[src/hdl/lbc_pkg.sv]
// Package: constants and carriers for the logic block cell array
package lbc_pkg;
   localparam int LBC_NCELLS = 8;
   localparam int LBC_NGBUF = 8;
   localparam int LBC_LUT_IN = 4;
   localparam int LBC_LUT_SIZE = 16;
   // Configuration word layout per cell: table, output select
   localparam int LBC_CFG_W = 32;
   localparam int LBC_TBL_LSB = 0;
   localparam int LBC_REGSEL_BIT = 16;
   // Block control field positions
   localparam int LBC_CTL_SRUSE = 0;
   localparam int LBC_CTL_SRSYNC = 1;
   localparam int LBC_CTL_SRSET = 2;
   localparam int LBC_CTL_CEUSE = 3;
   localparam int LBC_CTL_CLKRT = 4;
   localparam int LBC_CTL_CESRC = 5;
   localparam int LBC_CTL_SRSRC = 6;
   localparam int LBC_CTL_GLU = 7;
   localparam int LBC_CTL_CKSEL = 8;
   localparam int LBC_CTL_CESEL = 11;
   localparam int LBC_CTL_SRSEL = 13;
   localparam int LBC_CTL_GLSEL = 16;
   // Register offsets: cells 0..7 at 0x00..0x1C, control at 0x20, status at 0x24
   localparam logic [7:0] LBC_OFS_CELL0 = 8'h00;
   localparam logic [7:0] LBC_OFS_CTRL = 8'h20;
   localparam logic [7:0] LBC_OFS_STAT = 8'h24;
   localparam logic [7:0] LBC_OFS_CFGD = 8'h28;
   localparam logic [31:0] LBC_CFG_RST = 32'h0000_0000;
   localparam logic [31:0] LBC_CTRL_RST = 32'h0000_0000;

   typedef struct packed {
      logic [LBC_LUT_IN-1:0] lut_in;
      logic carry_in_fast;
   } lbc_cell_in_t;

   typedef struct packed {
      logic lut_out;
      logic carry_out_fast;
   } lbc_cell_out_t;

   typedef enum logic [2:0] {
      LBC_CONFIG = 3'h1,
      LBC_WAKE = 3'h2,
      LBC_RUN = 3'h4
   } lbc_state_t;
endpackage : lbc_pkg

[src/hdl/lbc_cell.sv]
// Logic cell: four-input lookup table and fast carry
`timescale 1ns/1ns
`default_nettype none
module lbc_cell
   import lbc_pkg::*;
(
   // Configuration
   input wire logic [LBC_LUT_SIZE-1:0] i_table,
   // Cell data
   input wire lbc_cell_in_t i_in,
   output lbc_cell_out_t o_out
);
   always_comb begin
      o_out.lut_out = i_table[i_in.lut_in];
      // Majority of carry in with the two middle lookup inputs
      o_out.carry_out_fast = (i_in.carry_in_fast & i_in.lut_in[1])
         | (i_in.carry_in_fast & i_in.lut_in[2])
         | (i_in.lut_in[1] & i_in.lut_in[2]);
   end
endmodule : lbc_cell
`default_nettype wire

[src/hdl/lbc_block.sv]
// Logic block: eight cells, shared clock enable and set/reset, register port
`timescale 1ns/1ns
`default_nettype none
module lbc_block
   import lbc_pkg::*;
#(
   parameter int NCELLS = LBC_NCELLS
)(
   // Clock and reset
   input wire logic i_mclk,
   input wire logic i_nrst,
   // Register port
   input wire logic [7:0] i_addr,
   input wire logic [31:0] i_wdata,
   input wire logic i_wr,
   input wire logic i_rd,
   output logic [31:0] o_rdata,
   // Fabric inputs
   input wire logic [LBC_NGBUF-1:0] i_global_buffer_line,
   input wire logic i_route_clk,
   input wire logic i_route_ce,
   input wire logic i_route_sr,
   input wire logic [NCELLS*LBC_LUT_IN-1:0] i_lut_in,
   input wire logic i_carry_in_fast,
   // Fabric outputs
   output logic [NCELLS-1:0] o_cell_out,
   output logic o_carry_out_fast
);
   ////////////////////////////////////////////////////////////////////
   // Configuration state
   logic [31:0] cfg_q [NCELLS];
   logic [31:0] ctrl_q;
   lbc_state_t state_q;
   logic cfg_done_q;
   logic [NCELLS-1:0] ff_q;
   logic glob_rst;
   logic [LBC_NGBUF-1:0] gb_s1_q, gb_s2_q;
   logic [2:0] rt_s1_q, rt_s2_q;
   logic [LBC_NGBUF-1:0] gb_prev_q;
   logic rt_clk_prev_q;
   logic [31:0] rdata_d;
   logic [NCELLS-1:0] lut_vec;

   // Global lines and routed clock, enable and set/reset arrive from another timing domain; two flops first
   always_ff @(posedge i_mclk or negedge i_nrst) begin
      if (!i_nrst) begin
         gb_s1_q <= 8'h00;
         gb_s2_q <= 8'h00;
         rt_s1_q <= 3'h0;
         rt_s2_q <= 3'h0;
      end else begin
         gb_s1_q <= i_global_buffer_line;
         gb_s2_q <= gb_s1_q;
         rt_s1_q <= {i_route_sr, i_route_ce, i_route_clk};
         rt_s2_q <= rt_s1_q;
      end
   end

   ////////////////////////////////////////////////////////////////////
   // Configuration sequence: hold global reset until software marks done
   always_ff @(posedge i_mclk or negedge i_nrst) begin
      if (!i_nrst) begin
         state_q <= LBC_CONFIG;
      end else begin
         case (state_q)
            LBC_CONFIG: if (cfg_done_q) state_q <= LBC_WAKE;
            LBC_WAKE: state_q <= LBC_RUN;
            LBC_RUN: if (!cfg_done_q) state_q <= LBC_CONFIG;
            default: state_q <= LBC_CONFIG;
         endcase
      end
   end

   // Asserted in configuration and for one wake cycle right after it
   assign glob_rst = (state_q != LBC_RUN);

   ////////////////////////////////////////////////////////////////////
   // Register writes
   always_ff @(posedge i_mclk or negedge i_nrst) begin
      if (!i_nrst) begin
         for (int i = 0; i < NCELLS; i++) cfg_q[i] <= LBC_CFG_RST;
         ctrl_q <= LBC_CTRL_RST;
         cfg_done_q <= 1'b0;
      end else if (i_wr) begin
         for (int i = 0; i < NCELLS; i++) begin
            if (i_addr == LBC_OFS_CELL0 + 8'(4 * i)) cfg_q[i] <= i_wdata;
         end
         if (i_addr == LBC_OFS_CTRL) ctrl_q <= i_wdata;
         if (i_addr == LBC_OFS_CFGD) cfg_done_q <= i_wdata[0];
      end
   end

   // Read data valid only in the cycle after the strobe
   always_comb begin
      rdata_d = 32'h0000_0000;
      for (int i = 0; i < NCELLS; i++) begin
         if (i_addr == LBC_OFS_CELL0 + 8'(4 * i)) rdata_d = cfg_q[i];
      end
      if (i_addr == LBC_OFS_CTRL) rdata_d = ctrl_q;
      if (i_addr == LBC_OFS_CFGD) rdata_d = {31'h0, cfg_done_q};
      if (i_addr == LBC_OFS_STAT) rdata_d = {21'h0, state_q, ff_q};
   end

   always_ff @(posedge i_mclk or negedge i_nrst) begin
      if (!i_nrst) o_rdata <= 32'h0000_0000;
      else if (i_rd) o_rdata <= rdata_d;
      else o_rdata <= 32'h0000_0000;
   end

   ////////////////////////////////////////////////////////////////////
   // Control source selection
   logic [2:0] ck_sel;
   logic [1:0] ce_sel, sr_sel;
   logic blk_clk, blk_ce, blk_sr, clk_rise;
   assign ck_sel = ctrl_q[LBC_CTL_CKSEL +: 3];
   assign ce_sel = ctrl_q[LBC_CTL_CESEL +: 2];
   assign sr_sel = ctrl_q[LBC_CTL_SRSEL +: 2];

   always_comb begin
      // Any global line or general routing may clock the block
      blk_clk = ctrl_q[LBC_CTL_CLKRT] ? rt_s2_q[0] : gb_s2_q[ck_sel];
      // Only odd lines reach enable, only even lines reach set/reset
      blk_ce = ctrl_q[LBC_CTL_CESRC] ? gb_s2_q[{ce_sel, 1'b1}] : rt_s2_q[1];
      blk_sr = ctrl_q[LBC_CTL_SRSRC] ? gb_s2_q[{sr_sel, 1'b0}] : rt_s2_q[2];
   end

   // Block clock is sampled; an edge is a rising transition of it
   always_ff @(posedge i_mclk or negedge i_nrst) begin
      if (!i_nrst) begin
         gb_prev_q <= 8'h00;
         rt_clk_prev_q <= 1'b0;
      end else begin
         gb_prev_q <= gb_s2_q;
         rt_clk_prev_q <= rt_s2_q[0];
      end
   end
   assign clk_rise = ctrl_q[LBC_CTL_CLKRT] ? (rt_s2_q[0] & ~rt_clk_prev_q)
                                           : (gb_s2_q[ck_sel] & ~gb_prev_q[ck_sel]);

   ////////////////////////////////////////////////////////////////////
   // Cells and carry chain
   lbc_cell_in_t cin [NCELLS];
   lbc_cell_out_t cout [NCELLS];
   logic [NCELLS:0] carry;
   logic [LBC_LUT_IN-1:0] glue_in;
   assign carry[0] = i_carry_in_fast;
   // Four global lines picked for lookup inputs when glue mode is on
   always_comb begin
      glue_in = '0;
      for (int k = 0; k < LBC_LUT_IN; k++) begin
         glue_in[k] = gb_s2_q[ctrl_q[LBC_CTL_GLSEL + 3*k +: 3]];
      end
   end

   for (genvar g = 0; g < NCELLS; g++) begin : g_cell
      assign cin[g].lut_in = ctrl_q[LBC_CTL_GLU] ? glue_in
                                                 : i_lut_in[g*LBC_LUT_IN +: LBC_LUT_IN];
      assign cin[g].carry_in_fast = carry[g];
      lbc_cell u_cell (
         .i_table(cfg_q[g][LBC_TBL_LSB +: LBC_LUT_SIZE]),
         .i_in(cin[g]),
         .o_out(cout[g])
      );
      assign carry[g+1] = cout[g].carry_out_fast;
   end

   // Lookup results gathered into one vector for the flop checks
   always_comb begin
      lut_vec = '0;
      for (int i = 0; i < NCELLS; i++) begin
         lut_vec[i] = cout[i].lut_out;
      end
   end

   ////////////////////////////////////////////////////////////////////
   // Flip-flops: global reset first, then async or sync local set/reset
   logic sr_use, sr_async_hit, sr_sync_hit, ff_tick;
   assign sr_use = ctrl_q[LBC_CTL_SRUSE];
   assign sr_async_hit = sr_use & ~ctrl_q[LBC_CTL_SRSYNC] & blk_sr;
   assign sr_sync_hit = sr_use & ctrl_q[LBC_CTL_SRSYNC] & blk_sr & clk_rise;
   // One shared enable; unused enable means always enabled
   assign ff_tick = clk_rise & (~ctrl_q[LBC_CTL_CEUSE] | blk_ce);

   always_ff @(posedge i_mclk or negedge i_nrst) begin
      if (!i_nrst) begin
         ff_q <= '0;
      end else if (glob_rst) begin
         ff_q <= '0;
      end else if (sr_async_hit) begin
         // Level-sensitive: held as long as the set/reset is high
         ff_q <= {NCELLS{ctrl_q[LBC_CTL_SRSET]}};
      end else if (sr_sync_hit) begin
         ff_q <= {NCELLS{ctrl_q[LBC_CTL_SRSET]}};
      end else if (ff_tick) begin
         // Data only: no set/reset path when unused
         for (int i = 0; i < NCELLS; i++) ff_q[i] <= cout[i].lut_out;
      end
   end

   ////////////////////////////////////////////////////////////////////
   // Outputs registered once more so every port comes from a flop
   always_ff @(posedge i_mclk or negedge i_nrst) begin
      if (!i_nrst) begin
         o_cell_out <= '0;
         o_carry_out_fast <= 1'b0;
      end else begin
         for (int i = 0; i < NCELLS; i++) begin
            o_cell_out[i] <= cfg_q[i][LBC_REGSEL_BIT] ? ff_q[i] : cout[i].lut_out;
         end
         o_carry_out_fast <= carry[NCELLS];
      end
   end
endmodule : lbc_block
`default_nettype wire

[config.mk]
export PLATFORM = sky130hd
export DESIGN_NAME = lbc_block
export DESIGN_NICKNAME = d
export VERILOG_FILES = /design/src/hdl/lbc_pkg.sv /design/src/hdl/lbc_cell.sv /design/src/hdl/lbc_block.sv
export SDC_FILE = /design/constraint.sdc
export NUM_CORES = 1
export LEC_CHECK = 0
export BUFFER_PORTS_ARGS = -buffer_cell sky130_fd_sc_hd__buf_2
export CORE_ASPECT_RATIO = 0.6
export CORE_MARGIN = 3
export CORE_UTILIZATION = 60
export DETAILED_ROUTE_END_ITERATION = 10
export PLACE_DENSITY = 0.83
export SYNTH_ARGS = -nofsm -noshare
export SYNTH_HDL_FRONTEND = slang
export SYNTH_SLANG_ARGS = --single-unit
[constraint.sdc]
create_clock -name i_mclk -period 3.5 [get_ports i_mclk]
set_clock_uncertainty 0.05 [all_clocks]
set_input_delay 0.175 -clock i_mclk [delete_from_list [all_inputs] [get_ports i_mclk]]
set_output_delay 0.175 -clock i_mclk [all_outputs]
set_load 0.005 [all_outputs]
==> impl_metrics.py, run 1 <==
metrics = {
    "finish": {
        "diodes": 0,
        "fin_util_pct": 71.4,
        "fill_cells": 1876,
        "final_layout_size_suffix_gt1_share_pct": 37.7,
        "final_nets": 1584,
        "syn2layout_area_growth_pct": 15.9,
    },
    "yosys": {
        "ys_ff_latch": 372,
        "synth_cell_types": 66,
        "syn_inst": 1331,
        "synth_top_area_share_pct": 54.2,
        "yosysSeqAreaShare_pct": 54.3,
        "synth_edf_count": 0,
        "async_flop_share_pct": 100,
        "syn_area_mm2": 0.0171,
        "synthFlopType": "dfrtp_1",
        "yosysWarnings": 0,
        "synth_nets": 1419,
        "syn_avg_cell_area_um2": 12.9,
        "yosys.area.top_type": "dfrtp_1",
        "synthTopCellsByArea": "dfrtp_1 (54%), mux2_2 (20%), a22oi_1 (5.0%)",
    },
    "cts": {
        "cts_tree": "done",
        "numCtsBuffers": 35,
        "cts_setup_buffers": 0,
        "cts.htree.levels": 2,
        "clk_pin_slew_ns": 0.07,
        "clockBufferDepth": 3,
        "insertion_delay_ns": 0.54,
        "clock-root-buffer": "clkbuf_16",
        "cts_resized": 0,
        "cts_sinks": 372,
    },
    "floorplanning": {
        "start_util_pct": 61.6,
        "rows": 47,
        "coreArea_mm2": 0.0278,
        "dieWidth_um": 224,
        "die_y_um": 137,
        "num_io_pins": 129,
        "design.die.area_mm2": 0.0307,
    },
    "grt": {
        "grt_max_degree": 93,
        "grt_pass1_wl_um": 83500,
        "first_global_vias": 13100,
        "grt_usage_pct": 36.7,
        "grt-ovfl-total": 0,
        "antenna_found_initial": 2,
    },
    "detailed_routing": {
        "dr.pass1.iters": 6,
        "drt_iter0_drc": 1900,
        "routedWlPerCell_um": 29.6,
        "via_per_inst": 7.05,
        "num_vias": 13300,
        "route.detailed.drc": 0,
        "wirelength_um": 55700,
        "drtAntennaViolNets": 0,
    },
    "critical_path": {
        "worstSetupPathType": "flop to flop",
        "rr_worst_depth": 8,
        "crit_start": "gb_s2_q[0]",
        "cp.required_ns": 3.91,
        "rr_startpoint": "gb_s2_q[0]",
        "start_kind": "flop",
        "endpoint_kind": "flop",
        "crit_fanout": 9,
        "critPathArrivalTime_ns": 3.80,
    },
    "sta": {
        "slew_violations": 0,
        "clock.fmax_mhz": 295,
        "fin_crit_ns": 3.39,
        "worst_pin_slew_ns": 1.08,
        "period_share_pct": 96.9,
        "rsz0062_at_grt": "false",
        "finalSetupTns_ns": 0,
        "hold_violations": 0,
        "timing.slew.headroom_pct": 27.8,
        "setup_viol": 0,
    },
    "place": {
        "io_buffers": 128,
        "dpl.hpwl_um": 38800,
        "gp_congestion": 1.08,
    },
    "pwr": {
        "peakVddDrop_v": 0.000338,
        "comb_power_share_pct": 8.5,
        "leakage_nw": 9.63,
        "seqPwrFrac_pct": 49.7,
        "clockPowerShare_pct": 41.7,
        "internal_power_mw": 7.09,
        "switching_share_pct": 24.6,
        "p_switching_mw": 2.31,
        "p_per_area_mw_per_mm2": 473,
    },
    "min_path": {
        "hold_start": "i_wr",
        "holdCritPathClass": "input pin to flop",
        "whs_path_depth": 3,
    },
    "run_status": {
        "status": "complete, no violations",
    },
    "job": {
        "maxCapViolations": 0,
    },
}
==> placed cells by master (no fill, tap or decap), types with 4 or more instances in the layout <==
cell / Yosys / layout
a211oi_1: 4 / 4
a21o_1: 4 / 4
a21oi_1: 34 / 34
a221o_1: 7 / 7
a221oi_1: 7 / 7
a22o_1: 6 / 6
a22oi_1: 113 / 113
a22oi_2: 6 / 6
a31oi_1: 21 / 21
buf_12: 0 / 8
buf_2: 0 / 127
buf_4: 0 / 43
clkbuf_1: 44 / 4
clkbuf_16: 0 / 36
clkbuf_8: 1 / 7
clkinv_2: 0 / 7
dfrtp_1: 371 / 371
dlygate4sd3_1: 0 / 30
inv_1: 17 / 17
mux2_2: 306 / 306
mux2i_1: 62 / 62
mux4_2: 6 / 6
nand2_1: 51 / 51
nand2b_1: 6 / 6
nand3_1: 18 / 18
nand3b_1: 4 / 4
nand4_1: 23 / 23
nor2_1: 29 / 24
nor2_2: 0 / 5
nor2b_1: 7 / 7
nor3_1: 11 / 9
o2111ai_1: 9 / 9
o21ai_0: 52 / 52
o221ai_1: 4 / 4
o22ai_1: 4 / 4
o32a_1: 4 / 4
o32ai_1: 7 / 7
or3_1: 5 / 5
==> worst paths after layout <==
check / to / slack [ns]
worst min-delay path: cfg_done_q / 0.02
worst max-delay path: o_cell_out[0] / 0.11
worst max register to register: o_cell_out[0] / 0.11
min in group asynchronous: cfg_q[40] / 0.20
worst min register to register: rt_s2_q[0] / 0.30
max in group asynchronous: cfg_q[234] / 2.21
==> final cells by class <==
cell class              count  area (um2)  area share, %
repair buffers            209        1430           7.22
well taps                 367         459           2.31
clock buffers              47        1010           5.10
flip-flops and latches    372        9310           46.9
multi-input cells         860        7430           37.4
clock inverters            12         150          0.756
inverters                  18        67.6          0.340
==> critical path, stage by stage (launching register included) <==
cell and delay (ns):
dfrtp_1 0.51, mux2i_1 0.18, a221oi_4 0.67, a22oi_4 0.21, mux2_1 0.26, or3_1 0.11, o2111ai_1 0.10, o31ai_1 0.90
mux2_2 0.31
==> metrics by stage <==
| step | hold WS [ns] | worst slack [ns] | area, um2 | std cells | total power, mW |
|---|---|---|---|---|---|
| after CTS | 0.00393 | 0.346 | 19900 | 1885 | 9.39 |
| final | 0.0187 | 0.110 | 19900 | 1885 | 9.40 |
| after global routing | 0.0242 | 0.161 | 19900 | 1885 | 9.66 |
| after detailed placement | 0.199 | 0.362 | 18400 | 1796 | 5.49 |
| after floorplan | -0.171 | 0.691 | 17100 | 1331 | 5.06 |
| after global placement | 0.179 | 0.446 | 18400 | 1796 | 5.46 |
==> metal layers <==
layer	global-route usage, %	part of all wire, %	vias up
met3	15.5	16	120
met1	53.9	41	6791
li1	-	-	5408
met5	0	0.023	-
met4	8.02	2.2	2
met2	50.9	41	960
==> cells in the mapped netlist, drive strengths merged (7+ instances only) <==
master / n
dfrtp: 371
a31oi: 21
nand3: 18
a22oi: 121
nor3: 12
mux2: 308
a221oi: 8
nor2: 29
o32ai: 7
mux2i: 62
o2111ai: 9
nand4: 23
nor2b: 7
clkbuf: 45
o21ai: 52
inv: 17
mux4: 7
buf: 35
nand2: 51
a21oi: 34
a221o: 7
nand2b: 7
==> timing repair <==
item                                    CTS  global route
hold endpoints to repair                241             0
hold buffers                             30             0
endpoints found under the setup margin    0             0
==> power groups by stage <==
stage               logic (mW)  clock network [mW]  registers (mW)
floorplan                0.405                   0            4.66
global route             0.855                4.12            4.69
CTS                      0.786                3.94            4.66
detailed placement       0.753                   0            4.74
global placement         0.728                   0            4.73
finish                   0.803                3.92            4.68
==> registers in the layout (all words and copies together) (netlist names) <==
signal	flops
cfg_q	256
ctrl_q	32
o_rdata	32
ff_q	8
gb_prev_q	8
gb_s1_q	8
gb_s2_q	8
o_cell_out	8
rt_s1_q	3
rt_s2_q	3
state_q	3
cfg_done_q	1
o_carry_out_fast	1
rt_clk_prev_q	1
==> cells by family (layout without fill, tap and decap cells) <==
group,count (synthesis),count (layout),share of synthesized area (%)
mux,377,377,24.8
buf+inv,99,286,2.48
flops,372,372,54.3
compound gates,312,312,13.3
simple gates,171,171,5.07
Note: power is estimated with default switching activity, not from simulation.
==> run 2, diff against run 1 <==
--- a/config.mk
+++ b/config.mk
@@ -6,9 +6,11 @@
 export NUM_CORES = 1
 export LEC_CHECK = 0
 export BUFFER_PORTS_ARGS = -buffer_cell sky130_fd_sc_hd__buf_2
+export CELL_PAD_IN_SITES_DETAIL_PLACEMENT = 0
+export CELL_PAD_IN_SITES_GLOBAL_PLACEMENT = 1
 export CORE_ASPECT_RATIO = 0.6
 export CORE_MARGIN = 3
-export CORE_UTILIZATION = 60
+export CORE_UTILIZATION = 50
 export DETAILED_ROUTE_END_ITERATION = 10
 export PLACE_DENSITY = 0.83
 export SYNTH_ARGS = -nofsm -noshare
==> run 2 against run 1 <==
- largest power group unchanged
- combinational power rose by 2%
- register-to-register slack got worse by 0.04 ns
- first-iteration DRC count fell by 18%
- fmax fell by 1.1%
- critical path depth rose by 1
- sequential power barely moved
- die area rose by 19%
- sequential share of layout area fell by 0.78 points
- core utilization fell by 10 points
- power rose by 2.8%
==> impl_metrics.py, run 2 (synthesis results as in run 1) <==
metrics = {
    "finish": {
        "final_nets": 1599,
        "final_cell_mix": "dfrtp_1 (371), mux2_2 (306), buf_2 (127)",
        "final_layout_size_suffix_gt1_share_pct": 37.9,
        "fin_area_mm2": 0.0202,
        "fill_cells": 2617,
        "final_common_cell": "dfrtp_1",
        "reg_top3": "cfg_q: 256 flops, ctrl_q: 32 flops, o_rdata: 32 flops",
        "syn2layout_area_growth_pct": 17.9,
        "regMostFlops": "cfg_q",
        "largest_register_ff_count": 256,
    },
    "cts": {
        "cts_sinks": 372,
        "insertion_delay_ns": 0.55,
        "cts_tree": "done",
        "clk_pin_slew_ns": 0.07,
        "numCtsBuffers": 36,
        "clockBufferDepth": 3,
        "clock-root-buffer": "clkbuf_16",
        "cts.htree.levels": 2,
    },
    "detailed_routing": {
        "num_vias": 12900,
        "wirelength_um": 59400,
        "dr_wl_met3_um": 7520,
        "top_layer": "met5",
        "drtAntennaViolNets": 0,
        "drt_iter0_drc": 1564,
        "drt-met1-wl_um": 27700,
        "via_per_inst": 6.46,
        "dr.pass1.iters": 6,
        "route.detailed.drc": 0,
        "routedWlPerCell_um": 29.8,
        "dr_wl_met2_um": 23200,
    },
    "floorplanning": {
        "coreArea_mm2": 0.0331,
        "num_io_pins": 129,
        "die_y_um": 149,
        "design.die.area_mm2": 0.0366,
        "start_util_pct": 51.7,
        "dieWidth_um": 245,
        "rows": 51,
    },
    "sta": {
        "setup_viol": 0,
        "period_share_pct": 97.9,
        "fin_crit_ns": 3.43,
        "slew_violations": 0,
        "timing.slew.headroom_pct": 23.2,
        "rsz0062_at_grt": "false",
        "worst_pin_slew_ns": 1.15,
        "clock.fmax_mhz": 292,
        "finalSetupTns_ns": 0,
        "hold_violations": 0,
    },
    "critical_path": {
        "endpoint_kind": "flop",
        "start_kind": "flop",
        "cp_slowest_stage_delay_ns": 0.62,
        "critPathArrivalTime_ns": 3.81,
        "cp.required_ns": 3.88,
        "reg2reg_slack_ns": 0.07,
        "crit_chain": "mux4_1, nand2b_4, a22oi_4, buf_4, mux2i_1, o32ai_1, nor4_1, a31oi_1, a221o_1",
        "worstSetupPathType": "flop to flop",
        "crit_path_top_delay_cell": "mux4_1",
        "crit_fanout": 8,
    },
    "job": {
        "maxCapViolations": 0,
    },
    "pwr": {
        "internal_power_mw": 7.28,
        "peakVddDrop_v": 0.000340,
        "leakage_nw": 9.73,
        "p_switching_mw": 2.38,
        "clockPowerShare_pct": 43.1,
        "p_per_area_mw_per_mm2": 478,
        "switching_share_pct": 24.6,
        "seqPwrFrac_pct": 48.4,
        "comb_power_share_pct": 8.5,
    },
    "place": {
        "gp_congestion": 1.02,
        "dpl.hpwl_um": 41000,
        "io_buffers": 128,
        "dpl_cell_area_mm2": 0.0185,
    },
    "grt": {
        "grt_usage_pct": 32.9,
        "grt_pass1_wl_um": 87400,
        "grt_max_degree": 89,
        "grt-ovfl-total": 0,
        "antenna_found_initial": 5,
        "first_global_vias": 12800,
    },
    "min_path": {
        "holdCritPathClass": "input pin to flop",
    },
    "run_status": {
        "status": "complete, no violations",
    },
}
run 2: final timing paths:
kind | start | end | cells past startpoint
max reg2reg | ctrl_q[16] | ff_q[3] | 9
max | ctrl_q[16] | ff_q[3] | 9
min | i_wr | cfg_done_q | 3
max in group asynchronous | i_nrst | gb_prev_q[3] | 3
min reg2reg | rt_s1_q[0] | rt_s2_q[0] | 0
min in group asynchronous | i_nrst | cfg_q[224] | 2
run 2: routing by layer:
metal	vias up	GRT usage (%)
met5	-	0
met4	10	5.87
met3	83	12.2
met2	708	43.3
met1	6623	51.4
li1	5436	-
run 2: final cells by class:
class                   count  area, um2  area share [%]
flip-flops and latches    372       9310            46.1
diodes                      1       2.50          0.0124
clock buffers              57       1120            5.56
inverters                  18       67.6           0.335
repair buffers            223       1550            7.68
multi-input cells         860       7440            36.8
well taps                 450        563            2.79
clock inverters             9        139           0.688
run 2: critical path, delay by kind of cell, from the launching register on:
family | cells | cell delay (ns)
compound gates | 4 | 0.84
buf+inv | 1 | 0.30
flops | 1 | 0.48
mux | 2 | 1.07
simple gates | 2 | 0.56
run 2: power by group through the flow:
stage	Sequential, mW	Clock, mW	Combinational, mW
floorplan	4.66	0	0.405
global placement	4.74	0	0.760
detailed placement	4.75	0	0.771
CTS	4.67	4.21	0.811
global route	4.69	4.40	0.882
finish	4.68	4.16	0.823
run 2: timing repair:
| action | in CTS | in global routing |
|---|---|---|
| endpoints found under the setup margin | 0 | 2 |
| hold endpoints to repair | 313 | 0 |
| hold buffers | 40 | 0 |
| buffers inserted | 0 | 0 |
| resized for setup | 0 | 1 |
run 2: through the flow:
step | total power, mW | setup slack [ns] | utilization (%) | cells | hold slack (ns)
finish | 9.66 | 0.0731 | 61.0 | 1990 | 0.0192
detailed placement | 5.52 | 0.150 | 55.9 | 1883 | 0.154
global placement | 5.50 | 0.246 | 55.9 | 1883 | 0.150
floorplan | 5.06 | 0.691 | - | 1331 | -0.171
global route | 9.98 | 0.0229 | 61.0 | 1989 | 0.0269
CTS | 9.69 | 0.124 | 61.0 | 1989 | 0.00512
==> run 3, diff against run 2 <==
--- a/config.mk
+++ b/config.mk
@@ -12,7 +12,7 @@
 export CORE_MARGIN = 3
 export CORE_UTILIZATION = 50
 export DETAILED_ROUTE_END_ITERATION = 10
-export PLACE_DENSITY = 0.83
+export PLACE_DENSITY_LB_ADDON = 0.1
 export SYNTH_ARGS = -nofsm -noshare
 export SYNTH_HDL_FRONTEND = slang
 export SYNTH_SLANG_ARGS = --single-unit
==> run 3 against run 2 <==
- flip-flop and latch count unchanged
- hold slack improved by 0.0055 ns
- design area decreased by 0.20%
- highest routed layer unchanged
- clock-buffer cell count decreased by 4
- global-route usage increased by 0.34 points
- power decreased by 2.3%
==> impl_metrics.py, run 3 (synthesis results as in run 1) <==
metrics = {
    "run_status": {
        "status": "complete, no violations",
    },
    "grt": {
        "antenna_found_initial": 2,
        "first_global_vias": 12700,
        "grt-ovfl-total": 0,
        "grt_max_degree": 88,
        "grt_usage_pct": 33.2,
        "grt_pass1_wl_um": 88000,
    },
    "sta": {
        "rsz0062_at_grt": "false",
        "setup_viol": 0,
        "timing.slew.headroom_pct": 15.6,
        "slew_violations": 0,
        "fin_crit_ns": 3.33,
        "worst_pin_slew_ns": 1.26,
        "finalSetupTns_ns": 0,
        "hold_violations": 0,
        "period_share_pct": 95.2,
        "clock.fmax_mhz": 300,
    },
    "job": {
        "maxCapViolations": 0,
    },
    "critical_path": {
        "critPathArrivalTime_ns": 3.72,
        "cp_slowest_stage_delay_ns": 0.55,
        "critPathBufInv": 1,
        "crit_chain": "mux4_1, nand2b_4, a22oi_4, buf_4, mux2i_1, o32ai_1, nor4_1, a31oi_1, a221o_1",
        "cp.required_ns": 3.88,
        "rr_worst_depth": 9,
        "crit_path_top_delay_cell": "mux4_1",
        "endpoint_kind": "flop",
        "reg2reg_to": "ff_q[3]",
        "crit_fanout": 8,
        "worstSetupPathType": "flop to flop",
        "reg2reg_slack_ns": 0.17,
        "cp_top_family": "multiplexers",
        "start_kind": "flop",
        "rr_startpoint": "gb_s2_q[3]",
    },
    "pwr": {
        "p_per_area_mw_per_mm2": 468,
        "leakage_nw": 9.70,
        "peakVddDrop_v": 0.000359,
    },
    "place": {
        "dpl_cell_area_mm2": 0.0185,
        "gp_congestion": 0.972,
        "io_buffers": 128,
        "dpl.hpwl_um": 41800,
    },
    "finish": {
        "largest_register_ff_count": 256,
        "syn2layout_area_growth_pct": 17.6,
        "final_cell_mix": "dfrtp_1 (371), mux2_2 (306), buf_2 (127)",
        "fill_cells": 2657,
        "diodes": 0,
        "reg_top3": "cfg_q: 256 flops, ctrl_q: 32 flops, o_rdata: 32 flops",
        "final_layout_size_suffix_gt1_share_pct": 38.1,
        "regMostFlops": "cfg_q",
        "final_common_cell": "dfrtp_1",
        "final_nets": 1602,
        "fin_area_mm2": 0.0202,
    },
    "cts": {
        "cts_setup_buffers": 0,
        "cts_tree": "done",
        "cts_sinks": 372,
        "cts.htree.levels": 2,
        "clk_pin_slew_ns": 0.07,
        "numCtsBuffers": 36,
        "cts_hold_buf": 42,
        "clockBufferDepth": 3,
        "insertion_delay_ns": 0.54,
        "cts_resized": 0,
        "clock-root-buffer": "clkbuf_16",
    },
    "detailed_routing": {
        "drt_iter0_drc": 1433,
        "wirelength_um": 59900,
        "dr.pass1.iters": 5,
        "drtAntennaViolNets": 0,
        "via_per_inst": 6.47,
        "route.detailed.drc": 0,
        "num_vias": 12900,
        "routedWlPerCell_um": 30.1,
    },
    "floorplanning": {
        "die_y_um": 149,
        "num_io_pins": 129,
        "start_util_pct": 51.7,
        "design.die.area_mm2": 0.0366,
        "coreArea_mm2": 0.0331,
        "rows": 51,
        "dieWidth_um": 245,
    },
    "min_path": {
        "hold_path_end": "cfg_q[168]",
        "whs_path_depth": 2,
        "hold_start": "i_wdata[8]",
        "holdCritPathClass": "input pin to flop",
    },
}
run 3: through the flow:
| step | setup WS (ns) | hold slack [ns] | std cells | power (mW) | utilization, % |
|---|---|---|---|---|---|
| floorplan | 0.691 | -0.171 | 1331 | 5.06 | - |
| global placement | 0.313 | 0.187 | 1883 | 5.51 | 56.0 |
| detailed placement | 0.248 | 0.202 | 1883 | 5.52 | 56.0 |
| CTS | 0.242 | 0.00152 | 1988 | 9.47 | 60.8 |
| global route | 0.0501 | 0.0249 | 1989 | 9.75 | 60.9 |
| finish | 0.167 | 0.0247 | 1989 | 9.44 | 60.9 |
run 3: how the worst max path moves through the flow:
stage,start,to,cells past startpoint
after floorplan,ctrl_q[16],ff_q[0],9
after global placement,gb_s2_q[3],ff_q[3],9
after detailed placement,gb_s2_q[3],ff_q[3],9
after CTS,gb_s2_q[3],ff_q[3],9
after global routing,gb_s2_q[2],ff_q[3],9
final,gb_s2_q[3],ff_q[3],9
run 3: final cells by class:
class,count,area (um2),share of cell area [%]
clock inverter,10,118,0.583
sequential,372,9310,46.2
tap,450,563,2.79
clock buffer,53,1060,5.28
inverter,18,67.6,0.335
multi-input combinational,860,7460,37.0
timing repair buffer,226,1570,7.78
run 3: routing by layer:
metal | vias to the layer above | wire, um | part of all wire, % | GRT usage [%]
li1 | 5442 | - | - | -
met1 | 6760 | 29600 | 49 | 53.3
met2 | 580 | 23300 | 39 | 43.4
met3 | 91 | 5750 | 9.6 | 10.0
met4 | 4 | 1240 | 2.1 | 7.13
met5 | - | 22 | 0.037 | 0
run 3: power by group:
group	leakage [nW]	switching, mW	total, mW	internal, mW
sequential	5.06	0.190	4.68	4.49
combinational	4.07	0.467	0.825	0.358
clock	0.576	1.73	3.94	2.21
